### src/pkt_seq_params.svh
// register map, field positions and reset values of the packet sequencer
// Operation
// - style bit: 0 continuous, 1 packet
// - compat mode follows enable bit, reset off
// - beacon enable applies only to fixed length
// - 11-bit body size, low byte resets 0x40
// - filter compares own-station address
// - filter may also accept all-stations address
// - send on level event or non-empty queue
// - level event when count >= mark + 1
// - launch bit starts sequencer from idle
// - halt forces idle, reads zero
// - doze state picks standby or sleep
// - idle route field picks start target
// - end of action: idle or low power
// - wake event routes to transmit or receive
// - frame sent routes to end or receive
// - length style: 0 fixed, 1 variable
// - match mode 01 own, 10 own or all
`ifndef PKT_SEQ_PARAMS_SVH
`define PKT_SEQ_PARAMS_SVH

// ====
// register offsets
`define OFS_PACKET_CONTROL_A 8'h30
`define OFS_PACKET_CONTROL_B 8'h31
`define OFS_PAYLOAD_LENGTH_LOW 8'h32
`define OFS_OWN_STATION_ADDRESS 8'h33
`define OFS_ALL_STATIONS_ADDRESS 8'h34
`define OFS_QUEUE_THRESHOLD_CONTROL 8'h35
`define OFS_SEQUENCER_CONTROL_A 8'h36
`define OFS_SEQUENCER_STATUS 8'h3f

// ====
// field positions
`define BIT_LENGTH_STYLE 0
`define BIT_MATCH_LO 1
`define BIT_MATCH_HI 2
`define BIT_PROC_STYLE 6
`define BIT_HOME_COMPAT 5
`define BIT_POWER_FRAME 4
`define BIT_BEACON 3
`define BIT_SIZE_HI_TOP 2
`define BIT_SEND_TRIGGER 7
`define BIT_MARK_TOP 5
`define BIT_LAUNCH 7
`define BIT_HALT 6
`define BIT_DOZE_STATE 5
`define BIT_IDLE_ROUTE_HI 4
`define BIT_IDLE_ROUTE_LO 3
`define BIT_END_TARGET 2
`define BIT_DOZE_ROUTE 1
`define BIT_SEND_ROUTE 0

// ====
// reset values
`define RST_PACKET_CONTROL_A 8'h01
`define RST_PACKET_CONTROL_B 8'h40
`define RST_PAYLOAD_LOW 8'h40
`define RST_OWN_STATION 8'h00
`define RST_ALL_STATIONS 8'h00
`define RST_QUEUE_THRESHOLD 8'h0f
`define RST_SEQ_CONTROL 8'h00

// ====
// field encodings
`define MATCH_OFF 2'h0
`define MATCH_OWN 2'h1
`define MATCH_OWN_OR_ALL 2'h2
`define ROUTE_END 2'h0
`define ROUTE_RX 2'h1
`define ROUTE_TX 2'h2
`define ROUTE_WAIT 2'h3

`endif

### src/pkt_seq_pkg.sv
// types shared by the packet sequencer files
package pkt_seq_pkg;

    typedef enum logic [2:0] {
        seq_idle,
        seq_low_power,
        seq_receive,
        seq_transmit,
        seq_await_queue
    } seq_state_t;

    typedef enum logic [1:0] {
        chip_sleep,
        chip_standby,
        chip_active
    } chip_mode_t;

    // software-facing register port
    typedef struct packed {
        logic [7:0] addr;
        logic [7:0] wdata;
        logic wr;
        logic rd;
    } reg_req_t;

    // events from timers and datapath
    typedef struct packed {
        logic wake_timer;
        logic frame_sent;
        logic rx_done;
    } seq_event_t;

endpackage

### src/seq_fsm.sv
// top level sequencer state machine
`timescale 1ns/1ps
`include "pkt_seq_params.svh"

module seq_fsm (
    // clock and reset
    input wire logic clk,
    input wire logic reset_n,
    // commands
    input wire logic launch,
    input wire logic halt,
    // configuration
    input wire logic [1:0] after_idle_route,
    input wire logic end_of_action_target,
    input wire logic after_doze_route,
    input wire logic after_send_route,
    input wire logic doze_chip_state,
    input wire logic send_ready,
    // events
    input wire pkt_seq_pkg::seq_event_t events,
    // state
    output pkt_seq_pkg::seq_state_t state,
    output pkt_seq_pkg::chip_mode_t chip_mode,
    output logic launch_taken
);

    pkt_seq_pkg::seq_state_t state_reg;
    pkt_seq_pkg::seq_state_t state_next;
    pkt_seq_pkg::seq_state_t end_target;

    assign end_target = end_of_action_target ? pkt_seq_pkg::seq_low_power
                                             : pkt_seq_pkg::seq_idle;

    always_comb begin
        state_next = state_reg;
        launch_taken = 1'b0;
        unique case (state_reg)
            pkt_seq_pkg::seq_idle: begin
                if (launch) begin
                    launch_taken = 1'b1;
                    unique case (after_idle_route)
                        `ROUTE_END: state_next = end_target;
                        `ROUTE_RX: state_next = pkt_seq_pkg::seq_receive;
                        `ROUTE_TX: state_next = pkt_seq_pkg::seq_transmit;
                        `ROUTE_WAIT: state_next = pkt_seq_pkg::seq_await_queue;
                    endcase
                end
            end
            pkt_seq_pkg::seq_low_power: begin
                if (events.wake_timer) begin
                    state_next = after_doze_route ? pkt_seq_pkg::seq_receive
                                                  : pkt_seq_pkg::seq_transmit;
                end
            end
            pkt_seq_pkg::seq_receive: begin
                if (events.rx_done) begin
                    state_next = end_target;
                end
            end
            pkt_seq_pkg::seq_transmit: begin
                if (events.frame_sent) begin
                    state_next = after_send_route ? pkt_seq_pkg::seq_receive
                                                  : end_target;
                end
            end
            pkt_seq_pkg::seq_await_queue: begin
                if (send_ready) begin
                    state_next = pkt_seq_pkg::seq_transmit;
                end
            end
            default: state_next = pkt_seq_pkg::seq_idle;
        endcase
        if (halt) begin
            state_next = pkt_seq_pkg::seq_idle;
        end
    end

    always_ff @(posedge clk) begin
        if (!reset_n) begin
            state_reg <= pkt_seq_pkg::seq_idle;
        end else begin
            state_reg <= state_next;
        end
    end

    always_ff @(posedge clk) begin
        if (!reset_n) begin
            chip_mode <= pkt_seq_pkg::chip_standby;
        end else if (state_next == pkt_seq_pkg::seq_low_power) begin
            chip_mode <= doze_chip_state ? pkt_seq_pkg::chip_sleep
                                         : pkt_seq_pkg::chip_standby;
        end else if (state_next == pkt_seq_pkg::seq_idle) begin
            chip_mode <= pkt_seq_pkg::chip_standby;
        end else begin
            chip_mode <= pkt_seq_pkg::chip_active;
        end
    end

    assign state = state_reg;

endmodule

### src/packet_engine_sequencer.sv
// packet engine configuration registers and sequencer top
//
// Local design decision: the strobed register port.
`timescale 1ns/1ps
`include "pkt_seq_params.svh"

module packet_engine_sequencer #(
    parameter int QUEUE_COUNT_W = 7
) (
    // clock and reset
    input wire logic clk,
    input wire logic reset_n,
    // register port
    input wire logic [7:0] reg_addr,
    input wire logic [7:0] reg_wdata,
    input wire logic reg_wr,
    input wire logic reg_rd,
    output logic [7:0] reg_rdata,
    // queue and datapath status
    input wire logic [QUEUE_COUNT_W-1:0] queue_count,
    input wire logic rx_addr_valid,
    input wire logic [7:0] rx_addr_byte,
    // sequencer events
    input wire logic wake_timer,
    input wire logic frame_sent_event,
    input wire logic rx_done,
    // configuration to datapath
    output logic processing_style_select,
    output logic home_compat_enable,
    output logic compat_power_frame,
    output logic beacon_repeat_enable,
    output logic length_style,
    output logic [10:0] frame_body_size,
    output logic [7:0] own_station_id,
    output logic [7:0] all_stations_id,
    output logic [1:0] station_match_mode,
    // status to datapath
    output logic queue_level_event,
    output logic queue_empty_flag,
    output logic send_start,
    output logic addr_accept,
    output pkt_seq_pkg::seq_state_t seq_state,
    output pkt_seq_pkg::chip_mode_t chip_mode
);

    // ====
    // register storage
    logic [7:0] ctrl_a_reg;
    logic [7:0] ctrl_b_reg;
    logic [7:0] size_low_reg;
    logic [7:0] own_reg;
    logic [7:0] all_reg;
    logic [7:0] thresh_reg;
    logic [7:0] seq_ctrl_reg;
    logic launch_reg;
    logic halt_pulse;
    logic launch_taken;
    logic send_ready;
    pkt_seq_pkg::reg_req_t req;
    pkt_seq_pkg::seq_event_t events;

    assign req = '{addr: reg_addr, wdata: reg_wdata, wr: reg_wr, rd: reg_rd};
    assign events = '{wake_timer: wake_timer, frame_sent: frame_sent_event,
                      rx_done: rx_done};

    function automatic logic hit(input logic [7:0] a, input logic [7:0] ofs);
        hit = (a == ofs);
    endfunction

    // writable bits only, unused stay zero
    always_ff @(posedge clk) begin
        if (!reset_n) begin
            ctrl_a_reg <= `RST_PACKET_CONTROL_A;
        end else if (req.wr && hit(req.addr, `OFS_PACKET_CONTROL_A)) begin
            ctrl_a_reg <= {5'h00, req.wdata[`BIT_MATCH_HI:`BIT_LENGTH_STYLE]};
        end
    end

    always_ff @(posedge clk) begin
        if (!reset_n) begin
            ctrl_b_reg <= `RST_PACKET_CONTROL_B;
        end else if (req.wr && hit(req.addr, `OFS_PACKET_CONTROL_B)) begin
            ctrl_b_reg <= {1'b0, req.wdata[`BIT_PROC_STYLE:0]};
        end
    end

    always_ff @(posedge clk) begin
        if (!reset_n) begin
            size_low_reg <= `RST_PAYLOAD_LOW;
        end else if (req.wr && hit(req.addr, `OFS_PAYLOAD_LENGTH_LOW)) begin
            size_low_reg <= req.wdata;
        end
    end

    always_ff @(posedge clk) begin
        if (!reset_n) begin
            own_reg <= `RST_OWN_STATION;
        end else if (req.wr && hit(req.addr, `OFS_OWN_STATION_ADDRESS)) begin
            own_reg <= req.wdata;
        end
    end

    always_ff @(posedge clk) begin
        if (!reset_n) begin
            all_reg <= `RST_ALL_STATIONS;
        end else if (req.wr && hit(req.addr, `OFS_ALL_STATIONS_ADDRESS)) begin
            all_reg <= req.wdata;
        end
    end

    always_ff @(posedge clk) begin
        if (!reset_n) begin
            thresh_reg <= `RST_QUEUE_THRESHOLD;
        end else if (req.wr && hit(req.addr, `OFS_QUEUE_THRESHOLD_CONTROL)) begin
            thresh_reg <= {req.wdata[`BIT_SEND_TRIGGER], 1'b0,
                           req.wdata[`BIT_MARK_TOP:0]};
        end
    end

    // plain config bits of the sequencer register
    always_ff @(posedge clk) begin
        if (!reset_n) begin
            seq_ctrl_reg <= `RST_SEQ_CONTROL;
        end else if (req.wr && hit(req.addr, `OFS_SEQUENCER_CONTROL_A)) begin
            seq_ctrl_reg <= {2'h0, req.wdata[`BIT_DOZE_STATE:0]};
        end
    end

    // launch held until taken or halted; new write wins over clear
    always_ff @(posedge clk) begin
        if (!reset_n) begin
            launch_reg <= 1'b0;
        end else if (req.wr && hit(req.addr, `OFS_SEQUENCER_CONTROL_A)
                     && req.wdata[`BIT_LAUNCH]) begin
            launch_reg <= 1'b1;
        end else if (launch_taken || halt_pulse) begin
            launch_reg <= 1'b0;
        end
    end

    // halt is a write pulse only
    assign halt_pulse = req.wr && hit(req.addr, `OFS_SEQUENCER_CONTROL_A)
                        && req.wdata[`BIT_HALT];

    // ====
    // read path
    always_ff @(posedge clk) begin
        if (!reset_n) begin
            reg_rdata <= 8'h00;
        end else if (req.rd) begin
            unique case (req.addr)
                `OFS_PACKET_CONTROL_A: reg_rdata <= ctrl_a_reg;
                `OFS_PACKET_CONTROL_B: reg_rdata <= ctrl_b_reg;
                `OFS_PAYLOAD_LENGTH_LOW: reg_rdata <= size_low_reg;
                `OFS_OWN_STATION_ADDRESS: reg_rdata <= own_reg;
                `OFS_ALL_STATIONS_ADDRESS: reg_rdata <= all_reg;
                `OFS_QUEUE_THRESHOLD_CONTROL: reg_rdata <= thresh_reg;
                // halt reads zero, launch shows pending
                `OFS_SEQUENCER_CONTROL_A:
                    reg_rdata <= {launch_reg, 1'b0, seq_ctrl_reg[5:0]};
                `OFS_SEQUENCER_STATUS:
                    reg_rdata <= {queue_level_event, queue_empty_flag,
                                  1'b0, chip_mode, seq_state};
                default: reg_rdata <= 8'h00;
            endcase
        end else begin
            reg_rdata <= 8'h00;
        end
    end

    // ====
    // configuration outputs
    // processing style
    assign processing_style_select = ctrl_b_reg[`BIT_PROC_STYLE];
    assign home_compat_enable = ctrl_b_reg[`BIT_HOME_COMPAT];
    assign compat_power_frame = ctrl_b_reg[`BIT_POWER_FRAME];
    assign length_style = ctrl_a_reg[`BIT_LENGTH_STYLE];
    assign beacon_repeat_enable = ctrl_b_reg[`BIT_BEACON] && !length_style;
    assign frame_body_size = {ctrl_b_reg[`BIT_SIZE_HI_TOP:0], size_low_reg};
    assign own_station_id = own_reg;
    assign all_stations_id = all_reg;
    assign station_match_mode = ctrl_a_reg[`BIT_MATCH_HI:`BIT_MATCH_LO];

    // ====
    // queue level and send trigger
    // count >= mark + 1
    assign queue_level_event =
        {1'b0, queue_count} > {{(QUEUE_COUNT_W-5){1'b0}},
                               thresh_reg[`BIT_MARK_TOP:0]};
    assign queue_empty_flag = (queue_count == '0);
    assign send_ready = thresh_reg[`BIT_SEND_TRIGGER] ? !queue_empty_flag
                                                      : queue_level_event;
    assign send_start = send_ready && processing_style_select
                        && (seq_state == pkt_seq_pkg::seq_transmit);

    // ====
    // address filter
    // station match modes
    always_comb begin
        unique case (station_match_mode)
            `MATCH_OWN: addr_accept = rx_addr_valid
                                      && (rx_addr_byte == own_reg);
            `MATCH_OWN_OR_ALL: addr_accept = rx_addr_valid
                && (rx_addr_byte == own_reg || rx_addr_byte == all_reg);
            `MATCH_OFF: addr_accept = rx_addr_valid;
            default: addr_accept = 1'b0;
        endcase
    end

    // ====
    // sequencer
    // launch into the state machine
    seq_fsm u_seq_fsm (
        .clk(clk),
        .reset_n(reset_n),
        .launch(launch_reg),
        .halt(halt_pulse),
        .after_idle_route(seq_ctrl_reg[`BIT_IDLE_ROUTE_HI:`BIT_IDLE_ROUTE_LO]),
        .end_of_action_target(seq_ctrl_reg[`BIT_END_TARGET]),
        .after_doze_route(seq_ctrl_reg[`BIT_DOZE_ROUTE]),
        .after_send_route(seq_ctrl_reg[`BIT_SEND_ROUTE]),
        .doze_chip_state(seq_ctrl_reg[`BIT_DOZE_STATE]),
        .send_ready(send_ready),
        .events(events),
        .state(seq_state),
        .chip_mode(chip_mode),
        .launch_taken(launch_taken)
    );

endmodule

### config.mk
export PLATFORM = sky130hd
export DESIGN_NAME = packet_engine_sequencer
export DESIGN_NICKNAME = d
export VERILOG_FILES = /design/src/pkt_seq_pkg.sv /design/src/seq_fsm.sv /design/src/packet_engine_sequencer.sv
export VERILOG_INCLUDE_DIRS = /design/src
export SDC_FILE = /design/constraint.sdc
export NUM_CORES = 1
export LEC_CHECK = 0
export ABC_CLOCK_PERIOD_IN_PS = 4100
export BUFFER_PORTS_ARGS = -buffer_cell sky130_fd_sc_hd__buf_4
export CAP_MARGIN = 40
export CORE_MARGIN = 2
export CORE_UTILIZATION = 45
export DETAILED_ROUTE_END_ITERATION = 10
export PLACE_DENSITY = 0.7
export SETUP_SLACK_MARGIN = 0.2
export SKIP_CTS_REPAIR_TIMING = 1
export SLEW_MARGIN = 30
export SYNTH_ARGS = -nofsm -noshare
export SYNTH_HDL_FRONTEND = slang
export SYNTH_SLANG_ARGS = --single-unit
export TNS_END_PERCENT = 100
### constraint.sdc
create_clock -name clk -period 4.1 [get_ports clk]
set_clock_uncertainty 0.2 [all_clocks]
set_input_delay 0.615 -clock clk [delete_from_list [all_inputs] [get_ports clk]]
set_output_delay 0.615 -clock clk [all_outputs]
set_load 0.02 [all_outputs]
-- Word level (Yosys, flattened, before mapping)
Cells that the tools add are included.
- register bits: 61
- input bits: 39
- output and inout bits: 51
- word-level logic and storage cells: 78
- magnitude comparators: 1
- eq/ne operators: 20
- multiplexer cells: 21
- reductions and logical operators: 25
- operator list (kind ; number):
    $eq 8x6->1 const B ; 8
    $pmux 8 s8 ; 1
    $mux 3 ; 7
    $eq 8x8->1 ; 2
    $pmux 3 s5 ; 1
    $logic_and 1x1->1 ; 14
    $pmux 3 s4 ; 1
    $mux 1 ; 8
    $gt 7x6->1 ; 1
    $logic_not 7->1 ; 1
    $eq 2x2->1 const B ; 3
    $eq 3x1->1 const B ; 2
    $eq 3x2->1 const B ; 2
    $logic_not 3->1 ; 2
    $eq 2x1->1 const B ; 2
    $logic_not 2->1 ; 2
    $mux 2 ; 2
    $eq 3x3->1 const B ; 1
    $pmux 1 s3 ; 1
    $logic_not 1->1 ; 2
    $logic_or 1x1->1 ; 2
    $reduce_and 2->1 ; 1
    $reduce_bool 2->1 ; 1

-- Depth between registers and ports, before layout
- depth in word-level cells: 9
- depth in mapped cells: 7
- mapped depth without buffers: 7

-- Hierarchy
A second synthesis with hierarchy kept.
- cells, all modules: 357
- area, all modules: 3562.2 µm²
- modules (own cells, without submodules) (module ; times used ; cells each ; area an instance (µm²) ; seq. area each (µm²)):
    packet_engine_sequencer ; 1 ; 318 ; 3163.0 ; 1121.1
    seq_fsm ; 1 ; 39 ; 399.1 ; 100.1

-- Worst setup path after synthesis
OpenSTA, ideal clock, no wires.
- path type: input port to output port
- start: input rx_addr_byte[5]
- end: output addr_accept
- arrival: 1900 ps
- required time: 3285 ps
- path slack: 1385 ps
- cell stages on the path: 4
- path buffers: 0
- cells stage by stage: xor2_1 > nor4_1 > a311oi_1 > nor4b_1
- longest elaborated chain between the ends: 4
- elaborated cells on any way between the ends: 6
- those cells by class: eq/ne: 2; mux: 1; reduce/logical: 3
- RTL lines (item ; RTL line ; text):
    start: declaration ; packet_engine_sequencer.sv:22 ; input wire logic [7:0] rx_addr_byte,
    $eq 8x8->1 (on tied branches) ; packet_engine_sequencer.sv:202, packet_engine_sequencer.sv:204 ;
    $logic_or 1x1->1 ; packet_engine_sequencer.sv:204 ; && (rx_addr_byte == own_reg || rx_addr_byte == all_reg);
    $logic_and 1x1->1 ; packet_engine_sequencer.sv:204 ;
    $pmux 1 s3 * ; packet_engine_sequencer.sv:200 ; unique case (station_match_mode)
    end: declaration ; packet_engine_sequencer.sv:41 ; output logic addr_accept,
Mark *: on every way between the ends. The rest lies on a longest branch, timed or not.

-- Worst setup path in the final report
- start: input queue_count[4]
- end: output send_start
- longest elaborated chain between the ends: 5
- elaborated cells on any way between the ends: 6
- those cells by class: order compare: 1; mux: 1; reduce/logical: 4
- RTL lines (item ; RTL line ; text):
    start: declaration ; packet_engine_sequencer.sv:20 ; input wire logic [QUEUE_COUNT_W-1:0] queue_count,
    parallel branches: the longest is 2 deep, another holds $gt 7x6->1 ; -- ;
    $mux 1 * ; packet_engine_sequencer.sv:191 ; assign send_ready = thresh_reg[`BIT_SEND_TRIGGER] ? !queue_empty_flag
    $logic_and 1x1->1 * ; packet_engine_sequencer.sv:193 ; assign send_start = send_ready && processing_style_select
    $logic_and 1x1->1 * ; packet_engine_sequencer.sv:194 ; && (seq_state == pkt_seq_pkg::seq_transmit);
    end: declaration ; packet_engine_sequencer.sv:40 ; output logic send_start,
Every way passes the cells marked *.

==> run summary <==
The run finished with clean final reports. The maximum buffer depth of the clock tree came out at 2. A synthesized cell averages between 9 and 10 sq um. The residual DRC count is 0. Sequential cells account for approximately 45% of the total power.

The later-pin clock latency in the skew report came out at around 340 ps. Cells with a size suffix above 1 make up 27.1% of the layout. The average wire per standard cell is 16.8 um. The share of total power dissipated in the clock network is 46.6%. In this run the number of H-tree levels came out at 3. The highest ir drop seen on vdd came out at 0.171 mV.

The wire length of the first global-routing pass is between 15,000 and 20,000 um. Setup violations remaining at the end of the flow were counted as 0. The proportion of netlist area held by the largest area contributor came out at about a third. The maximum fanout along the worst path is 3. The required time reported for the critical path endpoint is 3280 ps. Counting the buffers created by CTS gives 9.

The post-synth design cell area came out at around 3500 sq um. The highest clock frequency the design can meet is ~350 MHz. The number of different library cells in the post-synthesis netlist is 57. The count of flip-flops with a built-in enable after synthesis came out at 0. The total number of placement rows is 32. The total net switching power is 0.305 mW. The aggregate negative setup slack is 0 ps.

The clock period minus worst slack came out at approximately 2900 ps. In this run the power density over the cells is 303 nW/um^2. The number of synthesized register bits came out at 61.

The library cells used most frequently in the layout, excluding fill and tap cells, are sky130_fd_sc_hd__buf_4 (89), sky130_fd_sc_hd__dfxtp_1 (61), sky130_fd_sc_hd__mux2i_1 (45). The via count came out at about 3,000. The number of pins exceeding their max-slew limit in the final report came to 0. Dividing the final minimum period by the clock period gives roughly 70%.

Setup repair after global routing left no endpoint under its margin. The number of global-route vias before repair is 2,946. In this run, the number of DRC markers left after iteration 0 of detailed routing was 155. Overall power consumption after layout is estimated at approximately 1.3 mW. The worst setup path is captured at an output port. 0 antenna diodes ended up in the layout. The portion of total power attributed to combinational logic is 8.6%. The final-stage net count is around 500.

For the pin with the worst max-slew slack, the measured transition is 644 ps. The worst setup path is of the in -> out kind. After synthesis, flip-flops and latches occupy 35.2% of the total area. The vias per cell is 5.29. The total overflow left after global routing is 0. The maximum number of pins on one net before global-route repair is 51.

The clock tree from TritonCTS is built. The area of the placeable core is 7610 sq um. Clock tree synthesis selected as its root buffer the cell sky130_fd_sc_hd__clkbuf_8. The horizontal die dimension is 91.8 um. The hold violation total from the final report came out at 0. For this run, asynchronously set or reset flops after synthesis account for 0%. The cell leakage power came out at roughly 1.9 nW. The first TritonRoute pass finished after 4 iterations. The floorplan step defined a die boundary enclosing 8420 sq um.

The total track usage is between 20% and 30%. The routed design has around 9400 um of wire. The post-route antenna net violation count is 0. The total half-perimeter wirelength after legalization and detailed placement is 7070 um. For the worst setup path, the data arrival time is 2040 ps. Routability-driven placement finished with a final weighted congestion of 0.878. The CTS clock-pin slew for the worst setup and hold paths came out at 70 ps. Sorting the synthesized cells by area gives the leading types as sky130_fd_sc_hd__dfxtp_1 (35%), sky130_fd_sc_hd__mux2i_1 (13%), sky130_fd_sc_hd__nor2b_1 (7.0%).

The post-synthesis cell type with the largest combined area is sky130_fd_sc_hd__dfxtp_1. The floorplan step set the die height to a little over 90 um. The tightest min-delay check is of the reg -> reg type. The number of antenna violations at the first check in global routing is 0. The nature of the critical path startpoint is a primary input. Cell internal power was estimated by the tool at a little over 1 mW. The count of yosys warnings during synthesis came out at 0. The net switching fraction of the power came out at a little under a quarter.

The number of nets produced by synthesis is 428. The most used flip-flop cell after synthesis is sky130_fd_sc_hd__dfxtp_1. In this run the tool buffered the top-level ports with 89 buffer cells. The total I/O pin count came out at 90. The library cell used most frequently in the layout, excluding fill and tap cells, is sky130_fd_sc_hd__buf_4. The headroom to the max-slew limit came out at 56.9%. The growth of design area from synthesis to finish is 26.0%. The max-cap violation count is 0. The number of clock sinks came out at between 60 and 70. The starting density of the core came out at about 46%. The gate count after technology mapping is 377.
## per-layer routing
metal | GRT usage [%] | wire [um]
met5 | 0 | 0
met4 | 7.84 | 119
met3 | 3.86 | 443
met2 | 38.3 | 4720
met1 | 30.7 | 4130
## cell type report
type / count / area, sq um
inverter: 12 / 45.0
clock buffer: 11 / 151
sequential: 61 / 1220
clock inverter: 5 / 82.6
multi-input combinational: 280 / 2070
fill: 722 / 3240
tap: 102 / 128
timing repair buffer: 89 / 668
## power groups by stage
stage                     Sequential (mW)  Clock (mW)  Combinational [mW]
after global routing                0.593       0.658               0.124
final                               0.594       0.618               0.114
after CTS                           0.594       0.626               0.114
after detailed placement            0.607           0               0.114
after global placement              0.607           0               0.112
after floorplan                     0.607           0              0.0586
## critical path, cell delays in order
cell                      delay (ps)
sky130_fd_sc_hd__buf_4           110
sky130_fd_sc_hd__ha_1            300
sky130_fd_sc_hd__a21o_1          160
sky130_fd_sc_hd__a211o_1         300
sky130_fd_sc_hd__nor3_1          300
sky130_fd_sc_hd__nor3_1           90
sky130_fd_sc_hd__buf_4           170
## cells by family (layout without fill, tap and decap cells)
group	count (synthesis)	in the layout	share of synthesized area [%]
DFF	61	61	35.2
buffers and inverters	36	117	5.02
xor gates and xnor gates	16	16	4.04
and+or+nand+nor	136	136	22.9
adders and majority gates	12	12	4.33
AOI/OAI and AO/OA	64	64	13.2
muxes	52	52	15.3
## cell usage after synthesis (4+ instances only)
cell type and instances:
sky130_fd_sc_hd__dfxtp_1 61, sky130_fd_sc_hd__a22oi_1 4, sky130_fd_sc_hd__buf_4 8, sky130_fd_sc_hd__inv_1 12, sky130_fd_sc_hd__nor2_1 16, sky130_fd_sc_hd__clkbuf_1 9
sky130_fd_sc_hd__o211ai_1 12, sky130_fd_sc_hd__nand4_1 5, sky130_fd_sc_hd__mux2_2 7, sky130_fd_sc_hd__mux2i_1 45, sky130_fd_sc_hd__buf_2 7, sky130_fd_sc_hd__o21ai_0 6
sky130_fd_sc_hd__ha_1 12, sky130_fd_sc_hd__xnor2_1 13, sky130_fd_sc_hd__a21oi_1 12, sky130_fd_sc_hd__a21boi_1 7, sky130_fd_sc_hd__nand3_1 9, sky130_fd_sc_hd__nor2b_1 39
sky130_fd_sc_hd__nand2_1 38
## worst paths after layout
check,start,endpoint,slack [ps],cells after the start
worst max-delay path,queue_count[4],send_start,1250,7
worst min-delay path,size_low_reg[1]$_SDFFE_PN0P_,size_low_reg[1]$_SDFFE_PN0P_,270,2
worst max register to register,thresh_reg[4]$_SDFFE_PN0P_,u_seq_fsm.state[0]$_SDFF_PN0_,1990,7
worst min register to register,size_low_reg[1]$_SDFFE_PN0P_,size_low_reg[1]$_SDFFE_PN0P_,270,2
## per-stage QoR
stage	instance area [sq um]	worst slack, ps	hold slack, ps	instances	util, %
finish	4370	1250	275	560	57.4
global route	4370	1110	294	560	57.4
CTS	4370	1230	274	560	57.4
detailed placement	4130	1240	262	544	54.3
global placement	4130	1270	257	544	54.3
floorplan	3470	1390	263	377	-
Power figures use the tool's default switching activity.
